`config.mk`:
```
export PLATFORM = sky130hd
export DESIGN_NAME = flash_host
export DESIGN_NICKNAME = d
export VERILOG_FILES = /design/src/flash_host_pkg.sv /design/src/flash_host.sv
export VERILOG_INCLUDE_DIRS = /design/src
export SDC_FILE = /design/constraint.sdc
export NUM_CORES = 1
export LEC_CHECK = 0
export BUFFER_PORTS_ARGS = -buffer_cell sky130_fd_sc_hd__buf_2
export CELL_PAD_IN_SITES_DETAIL_PLACEMENT = 0
export CELL_PAD_IN_SITES_GLOBAL_PLACEMENT = 2
export CORE_ASPECT_RATIO = 1.5
export CORE_MARGIN = 2
export CORE_UTILIZATION = 37
export CTS_BUF_LIST = sky130_fd_sc_hd__clkbuf_8
export DETAILED_ROUTE_END_ITERATION = 12
export GPL_ROUTABILITY_DRIVEN = 0
export GPL_TIMING_DRIVEN = 0
export PLACE_DENSITY_LB_ADDON = 0.15
export SYNTH_ARGS = -nofsm -noshare
export SYNTH_HDL_FRONTEND = slang
export SYNTH_SLANG_ARGS = --single-unit
export TNS_END_PERCENT = 5
```
`constraint.sdc`:
```
create_clock -name CLK -period 3.1 [get_ports CLK]
set_input_delay 0.155 -clock CLK [delete_from_list [all_inputs] [get_ports CLK]]
set_output_delay 0.155 -clock CLK [all_outputs]
set_load 0.01 [all_outputs]
```
`src/flash_host_defines.svh`:
```
// Command codes, field positions, buffer size and timing counts of the host
`ifndef FLASH_HOST_DEFINES_SVH
`define FLASH_HOST_DEFINES_SVH

// Command codes written on the data lines
`define CMD_READ_ARRAY 16'h00ff
`define CMD_READ_STATUS 16'h0070
`define CMD_CLEAR_STATUS 16'h0050
`define CMD_ERASE_SETUP 16'h0020
`define CMD_CONFIRM 16'h00d0
`define CMD_PROGRAM_SETUP 16'h0040
`define CMD_LOCK_SETUP 16'h0060
`define CMD_SET_LOCK_CONFIRM 16'h0001
`define CMD_BUFFER_SETUP 16'h00e8

// Status and extended status bit positions
`define READY_BIT 7
`define ERASE_FAIL_BIT 5
`define PROGRAM_FAIL_BIT 4
`define LOW_VPP_BIT 3
`define LOCK_VIOLATION_BIT 1
`define BUFFER_FREE_BIT 7

// Write buffer capacity in words
`define BUFFER_WORDS 16

// Bus timing in ns and clock rate in MHz
`define CLK_MHZ 200
`define T_SETUP_NS 50
`define T_WE_LOW_NS 70
`define T_RECOVER_NS 30
`define T_ACCESS_NS 100
`define SYNC_STAGES 2

// Least times round up to whole cycles
`define SETUP_CYC ((`T_SETUP_NS * `CLK_MHZ + 999) / 1000)
`define WE_LOW_CYC ((`T_WE_LOW_NS * `CLK_MHZ + 999) / 1000)
`define RECOVER_CYC ((`T_RECOVER_NS * `CLK_MHZ + 999) / 1000)
`define ACCESS_CYC ((`T_ACCESS_NS * `CLK_MHZ + 999) / 1000 + `SYNC_STAGES)

`endif

```
`src/flash_host_pkg.sv`:
```
// Types shared by the flash host controller
package flash_host_pkg;

	typedef enum logic [2:0] {
		OP_READ_ARRAY = 3'h0,
		OP_READ_STATUS = 3'h1,
		OP_CLEAR_STATUS = 3'h2,
		OP_ERASE = 3'h3,
		OP_PROGRAM = 3'h4,
		OP_BUFFER = 3'h5,
		OP_SET_LOCK = 3'h6,
		OP_CLEAR_LOCK = 3'h7
	} op_t;

	typedef enum logic [2:0] {
		S_IDLE = 3'h0,
		S_WR_SET = 3'h1,
		S_WR_LOW = 3'h2,
		S_WR_REC = 3'h3,
		S_RD_LOW = 3'h4,
		S_RD_REC = 3'h5,
		S_NEXT = 3'h6
	} bus_state_t;

	typedef enum logic [1:0] {
		RK_DATA = 2'h0,
		RK_STATUS = 2'h1,
		RK_XSR = 2'h2
	} rd_kind_t;

	// Pins driven toward the memory
	typedef struct packed {
		logic [21:0] addr;
		logic [15:0] dq_out;
		logic dq_oe_n;
		logic ce_n;
		logic we_n;
		logic oe_n;
		logic reset_n;
		logic program_enable_level;
	} pins_t;

	// One user command
	typedef struct packed {
		op_t op;
		logic [21:0] addr;
		logic [15:0] data;
		logic [4:0] count;
	} cmd_t;

	// One buffered-write word from the user
	typedef struct packed {
		logic [21:0] addr;
		logic [15:0] data;
	} word_t;

	// Whole state of the controller
	typedef struct packed {
		pins_t pins;
		bus_state_t st;
		op_t op;
		rd_kind_t rk;
		logic [2:0] step;
		logic [7:0] timer;
		logic [21:0] addr;
		logic [15:0] data;
		logic [4:0] count;
		logic [4:0] idx;
		logic [15:0] dq_s1;
		logic [15:0] dq_s2;
		logic [15:0] result;
		logic [7:0] status;
		logic busy;
		logic done;
		logic refused;
		logic wd_ready;
		logic fail_seen;
		logic seq_error;
		logic locks_unknown;
	} state_t;

endpackage

```
`src/flash_host.sv`:
```
// Host controller that sequences commands on an async x16 flash bus
// Functional notes
// - write 70h to read status; following reads return status
// - status latched on later OE/CE edge; raise OE and CE between polls
// - erase is 20h then D0h at an address in the block
// - poll ready flag toggling OE/CE; device stays in status mode
// - after buffer setup, ext status shows buffer free flag
// - buffer load order: count, address/data pairs, confirm
// - host masks ext status bits six to zero when polling
// - word program is 40h then address and data; poll ready
// - set lock is 60h then confirm with block address; poll ready
// - host raises LOCKS_UNKNOWN after aborted clear-lock since lock bits are undetermined
// - FFh returns device to array read mode
`timescale 1ns/1ps
`include "flash_host_defines.svh"

module flash_host (
	input wire logic CLK,
	input wire logic RESETN,
	input wire logic CLK_EN,
	input wire logic PROG_ENABLE,
	input wire logic CMD_VALID,
	input wire flash_host_pkg::cmd_t CMD,
	input wire logic WD_VALID,
	input wire flash_host_pkg::word_t WD,
	output logic WD_READY,
	output logic BUSY,
	output logic DONE,
	output logic REFUSED,
	output logic [15:0] RESULT,
	output logic [7:0] STATUS,
	output logic SEQ_ERROR,
	output logic LOCKS_UNKNOWN,
	input wire logic [15:0] FLASH_DQ_IN,
	output flash_host_pkg::pins_t FLASH
);

	localparam logic [7:0] SETUP_CYC = 8'(`SETUP_CYC);
	localparam logic [7:0] WE_LOW_CYC = 8'(`WE_LOW_CYC);
	localparam logic [7:0] RECOVER_CYC = 8'(`RECOVER_CYC);
	localparam logic [7:0] ACCESS_CYC = 8'(`ACCESS_CYC);
	localparam logic [4:0] BUFFER_WORDS = 5'(`BUFFER_WORDS);

	flash_host_pkg::state_t s;
	flash_host_pkg::state_t next_s;

	// Code for the first write of a command: setup code of a two-cycle command or a one-cycle code
	function automatic logic [15:0] setup_code(flash_host_pkg::op_t op);
		logic [15:0] code;
		code = `CMD_LOCK_SETUP;
		unique case (op)
			flash_host_pkg::OP_ERASE: code = `CMD_ERASE_SETUP;
			flash_host_pkg::OP_PROGRAM: code = `CMD_PROGRAM_SETUP;
			flash_host_pkg::OP_READ_ARRAY: code = `CMD_READ_ARRAY;
			flash_host_pkg::OP_READ_STATUS: code = `CMD_READ_STATUS;
			flash_host_pkg::OP_CLEAR_STATUS: code = `CMD_CLEAR_STATUS;
			flash_host_pkg::OP_BUFFER: code = `CMD_BUFFER_SETUP;
			flash_host_pkg::OP_SET_LOCK: code = `CMD_LOCK_SETUP;
			flash_host_pkg::OP_CLEAR_LOCK: code = `CMD_LOCK_SETUP;
		endcase
		return code;
	endfunction

	// Next-state logic: pin sequencing and command programs
	always_comb begin
		logic wr_go;
		logic rd_go;
		logic fin;
		logic [21:0] wr_addr;
		logic [15:0] wr_val;
		flash_host_pkg::rd_kind_t rd_kind;
		wr_go = 1'b0;
		rd_go = 1'b0;
		fin = 1'b0;
		wr_addr = s.addr;
		wr_val = 16'h0000;
		rd_kind = flash_host_pkg::RK_STATUS;
		next_s = s;
		next_s.done = 1'b0;
		next_s.refused = 1'b0;
		next_s.dq_s1 = FLASH_DQ_IN;
		next_s.dq_s2 = s.dq_s1;
		next_s.pins.reset_n = 1'b1;
		next_s.pins.program_enable_level = PROG_ENABLE;
		if (s.timer != 8'h00) begin
			next_s.timer = s.timer - 8'h01;
		end
		unique case (s.st)
			flash_host_pkg::S_IDLE: begin
				if (CMD_VALID) begin
					// Buffered writes refused after a failure or with bad count
					if (CMD.op == flash_host_pkg::OP_BUFFER &&
						(s.fail_seen || CMD.count == 5'h00 ||
						CMD.count > BUFFER_WORDS)) begin
						next_s.refused = 1'b1;
					end else begin
						next_s.op = CMD.op;
						next_s.addr = CMD.addr;
						next_s.data = CMD.data;
						next_s.count = CMD.count;
						next_s.idx = 5'h00;
						next_s.step = 3'h0;
						next_s.busy = 1'b1;
						next_s.st = flash_host_pkg::S_NEXT;
					end
				end
			end
			flash_host_pkg::S_WR_SET: begin
				if (s.timer == 8'h00) begin
					next_s.pins.we_n = 1'b0;
					next_s.timer = WE_LOW_CYC - 8'h01;
					next_s.st = flash_host_pkg::S_WR_LOW;
				end
			end
			flash_host_pkg::S_WR_LOW: begin
				if (s.timer == 8'h00) begin
					next_s.pins.we_n = 1'b1;
					next_s.timer = RECOVER_CYC - 8'h01;
					next_s.st = flash_host_pkg::S_WR_REC;
				end
			end
			flash_host_pkg::S_WR_REC: begin
				if (s.timer == 8'h00) begin
					next_s.pins.ce_n = 1'b1;
					next_s.pins.dq_oe_n = 1'b1;
					next_s.timer = RECOVER_CYC - 8'h01;
					next_s.st = flash_host_pkg::S_RD_REC;
				end
			end
			flash_host_pkg::S_RD_LOW: begin
				if (s.timer == 8'h00) begin
					// Deselect so the next poll latches fresh status
					next_s.pins.oe_n = 1'b1;
					next_s.pins.ce_n = 1'b1;
					next_s.timer = RECOVER_CYC - 8'h01;
					next_s.st = flash_host_pkg::S_RD_REC;
					unique case (s.rk)
						flash_host_pkg::RK_DATA: begin
							next_s.result = s.dq_s2;
							next_s.step = s.step + 3'h1;
						end
						flash_host_pkg::RK_XSR: begin
							// Only the buffer free flag is looked at
							if (s.dq_s2[`BUFFER_FREE_BIT]) begin
								next_s.step = 3'h2;
							end else begin
								next_s.step = 3'h0;
							end
						end
						default: begin
							// Low bits are undriven while busy; keep last ready status
							if (s.dq_s2[`READY_BIT]) begin
								next_s.status = s.dq_s2[7:0];
								next_s.step = s.step + 3'h1;
							end
						end
					endcase
				end
			end
			flash_host_pkg::S_RD_REC: begin
				if (s.timer == 8'h00) begin
					next_s.st = flash_host_pkg::S_NEXT;
				end
			end
			flash_host_pkg::S_NEXT: begin
				unique case (s.op)
					flash_host_pkg::OP_READ_ARRAY,
					flash_host_pkg::OP_READ_STATUS: begin
						// Write the mode code, then read one word; a status read repeats until ready
						if (s.step == 3'h0) begin
							wr_go = 1'b1;
							wr_val = setup_code(s.op);
						end else if (s.step == 3'h1) begin
							rd_go = 1'b1;
							rd_kind = (s.op == flash_host_pkg::OP_READ_ARRAY) ?
								flash_host_pkg::RK_DATA :
								flash_host_pkg::RK_STATUS;
						end else begin
							fin = 1'b1;
						end
					end
					flash_host_pkg::OP_CLEAR_STATUS: begin
						if (s.step == 3'h0) begin
							wr_go = 1'b1;
							wr_val = `CMD_CLEAR_STATUS;
						end else begin
							fin = 1'b1;
						end
					end
					flash_host_pkg::OP_BUFFER: begin
						unique case (s.step)
							3'h0: begin
								wr_go = 1'b1;
								wr_val = `CMD_BUFFER_SETUP;
							end
							3'h1: begin
								rd_go = 1'b1;
								rd_kind = flash_host_pkg::RK_XSR;
							end
							3'h2: begin
								wr_go = 1'b1;
								wr_val = {11'h000, s.count};
							end
							3'h3: begin
								// Address/data pairs taken from the user one by one
								if (s.idx == s.count) begin
									next_s.step = 3'h4;
								end else if (s.wd_ready && WD_VALID) begin
									next_s.wd_ready = 1'b0;
									next_s.idx = s.idx + 5'h01;
									wr_go = 1'b1;
									wr_addr = WD.addr;
									wr_val = WD.data;
								end else begin
									next_s.wd_ready = 1'b1;
								end
							end
							3'h4: begin
								wr_go = 1'b1;
								wr_val = `CMD_CONFIRM;
							end
							3'h5: begin
								rd_go = 1'b1;
							end
							default: fin = 1'b1;
						endcase
					end
					default: begin
						// Erase, word program, set lock, clear lock
						if (s.step == 3'h0) begin
							wr_go = 1'b1;
							wr_val = setup_code(s.op);
						end else if (s.step == 3'h1) begin
							wr_go = 1'b1;
							unique case (s.op)
								flash_host_pkg::OP_PROGRAM: wr_val = s.data;
								flash_host_pkg::OP_SET_LOCK:
									wr_val = `CMD_SET_LOCK_CONFIRM;
								default: wr_val = `CMD_CONFIRM;
							endcase
						end else if (s.step == 3'h2) begin
							rd_go = 1'b1;
						end else begin
							fin = 1'b1;
						end
					end
				endcase
			end
			default: begin
				next_s.st = flash_host_pkg::S_IDLE;
			end
		endcase
		// Launch a write cycle: drive address and data, select the part
		if (wr_go) begin
			next_s.step = s.step + 3'h1;
			if (s.op == flash_host_pkg::OP_BUFFER && s.step == 3'h3) begin
				next_s.step = 3'h3;
			end
			next_s.pins.addr = wr_addr;
			next_s.pins.dq_out = wr_val;
			next_s.pins.dq_oe_n = 1'b0;
			next_s.pins.ce_n = 1'b0;
			next_s.pins.we_n = 1'b1;
			next_s.timer = SETUP_CYC - 8'h01;
			next_s.st = flash_host_pkg::S_WR_SET;
		end
		// Launch a single-word read with OE falling together with CE
		if (rd_go) begin
			next_s.rk = rd_kind;
			next_s.pins.dq_oe_n = 1'b1;
			next_s.pins.ce_n = 1'b0;
			next_s.pins.oe_n = 1'b0;
			next_s.timer = ACCESS_CYC - 8'h01;
			next_s.st = flash_host_pkg::S_RD_LOW;
		end
		// Close the command and judge the final status
		if (fin) begin
			next_s.done = 1'b1;
			next_s.busy = 1'b0;
			next_s.st = flash_host_pkg::S_IDLE;
			if (s.op == flash_host_pkg::OP_CLEAR_STATUS) begin
				next_s.fail_seen = 1'b0;
				next_s.seq_error = 1'b0;
			end else begin
				next_s.fail_seen = s.fail_seen | s.status[`ERASE_FAIL_BIT] |
					s.status[`PROGRAM_FAIL_BIT];
			end
			if (s.op == flash_host_pkg::OP_ERASE ||
				s.op == flash_host_pkg::OP_SET_LOCK ||
				s.op == flash_host_pkg::OP_CLEAR_LOCK) begin
				next_s.seq_error = s.status[`ERASE_FAIL_BIT] &
					s.status[`PROGRAM_FAIL_BIT];
			end
			if (s.op == flash_host_pkg::OP_CLEAR_LOCK) begin
				// Aborted clear-lock leaves locks unknown until repeated
				next_s.locks_unknown = s.status[`ERASE_FAIL_BIT] |
					s.status[`LOW_VPP_BIT];
			end
		end
	end

	// State register with clock enable and asynchronous reset
	always_ff @(posedge CLK or negedge RESETN) begin
		if (!RESETN) begin
			s <= '0;
			s.pins.dq_oe_n <= 1'b1;
			s.pins.ce_n <= 1'b1;
			s.pins.we_n <= 1'b1;
			s.pins.oe_n <= 1'b1;
		end else if (CLK_EN) begin
			s <= next_s;
		end
	end

	// Outputs straight from the state register
	assign FLASH = s.pins;
	assign WD_READY = s.wd_ready;
	assign BUSY = s.busy;
	assign DONE = s.done;
	assign REFUSED = s.refused;
	assign RESULT = s.result;
	assign STATUS = s.status;
	assign SEQ_ERROR = s.seq_error;
	assign LOCKS_UNKNOWN = s.locks_unknown;

endmodule

```
==> results.json <==
{
  "syn_area_um2": 8820,
  "antenna_cells": 0,
  "status": "completed",
  "num_vias": 6810,
  "grt_start_max_net_pins": 115,
  "ys_seq_area_share_pct": 49.4,
  "wl_met1_mm": 9.96,
  "setup_viol": 0,
  "dp_hpwl_mm": 17.9,
  "cp.required_ns": 3.47,
  "worstMarginPinSlew_ns": 0.867,
  "r2r_slack_ns": 0.20,
  "cts_setup_buffers": 0,
  "cellPowerDensity_nw_per_um2": 814,
  "grt_pass1_wl_mm": 38.1,
  "critPathKind": "flop to flop",
  "synth_cell_types": 75,
  "layout-drive-gt1-share_pct": 40.6,
  "antenna_left": 0,
  "ys_ff_latch": 174,
  "maxSlewHeadroom_pct": 41.9,
  "wl_met2_mm": 13.2,
  "rows": 69,
  "clk_path_buf_depth": 2,
  "cp_slowest_stage_delay_ns": 0.43,
  "min_to": "FLASH[11]",
  "totalPowerFinal_w": 0.00939,
  "start_util_pct": 37.4,
  "synth_edf_count": 0,
  "fin_skew_ns": 0.0126,
  "gr-total-overflow": 0,
  "grt_antenna_before_repair": 0,
  "regToRegStartpoint": "s[121]",
  "top_layer_used": "met4",
  "ir_drop_v": 0.000308,
  "finalNetCount": 1193,
  "seq_area_um2": 4360,
  "dr.pass1.iters": 4,
  "dominantRegCellSynth": "dfrtp_1",
  "clock_sinks": 174,
  "final-max-slew-violation-count": 0,
  "grt_pass1_vias": 7027,
  "min-delay-path-class": "input pin to flop",
  "met3_length_um": 991,
  "yosysTopAreaCell": "dfrtp_1",
  "syn_avg_cell_area_um2": 11.2,
  "die-area_um2": 25100,
  "min-delay-start": "WD[5]",
  "maxCapViolations": 0,
  "synth.net_count": 899,
  "worst_ep_arrival_time_ns": 3.27,
  "drt_iter0_markers": 236,
  "crit_chain": "buf_4 > inv_2 > ha_1 > clkbuf_2 > and3_1 > o21ai_0 > a31o_1 > a21oi_2 > buf_6 > a31o_2 > mux2_1",
  "dieHeight_um": 193,
  "fin_crit_ns": 2.90,
  "ios": 180,
  "io_buffers": 178,
  "rsz0062_at_grt": "no",
  "ys.warnings.count": 0,
  "die_w_um": 130,
  "root_buffer": "clkbuf_8",
  "stdcell_area_um2": 11500,
  "synth_commonest_cells": "170 x dfrtp_1, 104 x mux2_2, 74 x buf_4, 57 x nor2_1, 52 x a21oi_1",
  "cts_buffers": 17,
  "routedWlPerCell_um": 17.6,
  "synth_cells": 785,
  "multi_input_area_um2": 3600,
  "clk_pin_slew_ns": 0.10,
  "place_area_um2": 10100,
  "rr_worst_depth": 11,
  "synth.area.top_cells": "dfrtp_1 48%, mux2_2 13%, buf_4 6.3%",
  "areaGrowthSynthToFinish_pct": 30.8,
  "critPathSlowestCell": "dfrtp_1",
  "drt_wl_total_mm": 24.8,
  "leakage_nw": 5.41,
  "synth_most_common_cell": "dfrtp_1",
  "track_usage_pct": 20.1,
  "finalHoldViolCount": 0,
  "drc": 0,
  "start_kind": "flop",
  "via_per_inst": 4.83,
  "min_path_cells": 3,
  "worstSkewPairLatency_ns": 0.48,
  "cts.htree.levels": 4,
  "synth-async-reset-ratio_pct": 100,
  "path_delay_family": "compound AO/OA/AOI/OAI gates",
  "whs_ns": 0.0172,
  "core-area_um2": 23600,
  "synth_top_area_share_pct": 48.2,
  "crit_path_end_kind": "flop",
  "timing.final.crit_share_pct": 93.6,
  "path_max_fanout": 10,
  "cts_tree": "built",
  "reg2reg_to": "s[121]",
  "fillers": 2253,
  "path_buf_inv": 4,
  "max_freq_mhz": 345
}
cell families after synthesis:
logic type | share of synthesized area (%)
flops | 49.4
simple gates | 9.65
compound gates | 11.9
mux | 17.2
buf+inv | 9.76
xor+xnor | 0.894
fa+ha+maj | 1.13
per-stage QoR:
stage / setup TNS, ns / instances / utilization, % / worst slack [ns]
detailed placement: 0 / 1283 / 43.1 / 0.0552
global route: 0 / 1410 / 49.0 / 0.0653
CTS: 0 / 1410 / 48.9 / 0.0373
finish: 0 / 1410 / 49.0 / 0.199
global placement: -196.92 / 1282 / 42.9 / -1.18
floorplan: 0 / 785 / - / 0.764
how the worst max path moves through the flow:
stage / startpoint / to / slack (ns) / depth (start not counted)
2_1_floorplan: s[121] / s[121] / 0.76 / 11
3_3_place_gp: RESETN / FLASH[0] / -1.18 / 1
3_5_place_dp: s[121] / FLASH[40] / 0.06 / 11
4_1_cts: s[121] / FLASH[40] / 0.04 / 11
5_1_grt: s[121] / FLASH[8] / 0.07 / 12
6_report: s[121] / s[121] / 0.20 / 11
final cells by class:
class	instances	area share, %
multi-input cells	478	31.2
repair buffers	275	16.4
clock inverters	13	1.56
well taps	319	3.46
clock buffers	18	2.15
flip-flops and latches	174	37.8
plain buffers	114	6.87
inverters	19	0.618
worst reg2reg max path, delay by kind of cell, from the launching register on:
kind | cells | cell delay [ns]
DFF | 1 | 0.43
and+or+nand+nor | 1 | 0.21
AOI/OAI and AO/OA | 4 | 0.93
buffers and inverters | 4 | 0.74
adders and majority gates | 1 | 0.16
muxes | 1 | 0.32
power by group:
part	leakage (nW)	switching, W	total, W	internal, W
Combinational	3.06	0.00210	0.00409	0.00199
Clock	0.213	0.000895	0.00173	0.000834
Sequential	2.14	0.000499	0.00358	0.00308
sequential cells by signal (all words and copies together) (netlist names), 8 cells and up:
signal / flops
s: 84
STATUS: 8
next_s: 16
FLASH: 44
RESULT: 16
repair_timing:
item	in CTS	in global routing
gates resized for setup	0	3
hold buffers	96	0
endpoints found under the setup margin	0	11
endpoints found under the hold margin	155	0
layout by cell type (no fill, tap or decap), types with 10 or more instances in the layout:
cell type and count:
a31oi_1 10, inv_1 19, nor2_1 57, dfrtp_1 170, dlygate4sd3_1 96, nand2_1 38
clkbuf_8 18, buf_4 74, a21oi_1 52, mux2_2 104, buf_2 194, mux2i_1 31
o21ai_0 24
routing by layer:
| layer | vias to the layer above | GRT usage [%] |
|---|---|---|
| li1 | 3303 | - |
| met1 | 3311 | 22.7 |
| met2 | 168 | 37.0 |
| met3 | 28 | 4.36 |
| met4 | 0 | 7.07 |
| met5 | - | 0 |
(Power assumes the default switching activity.)
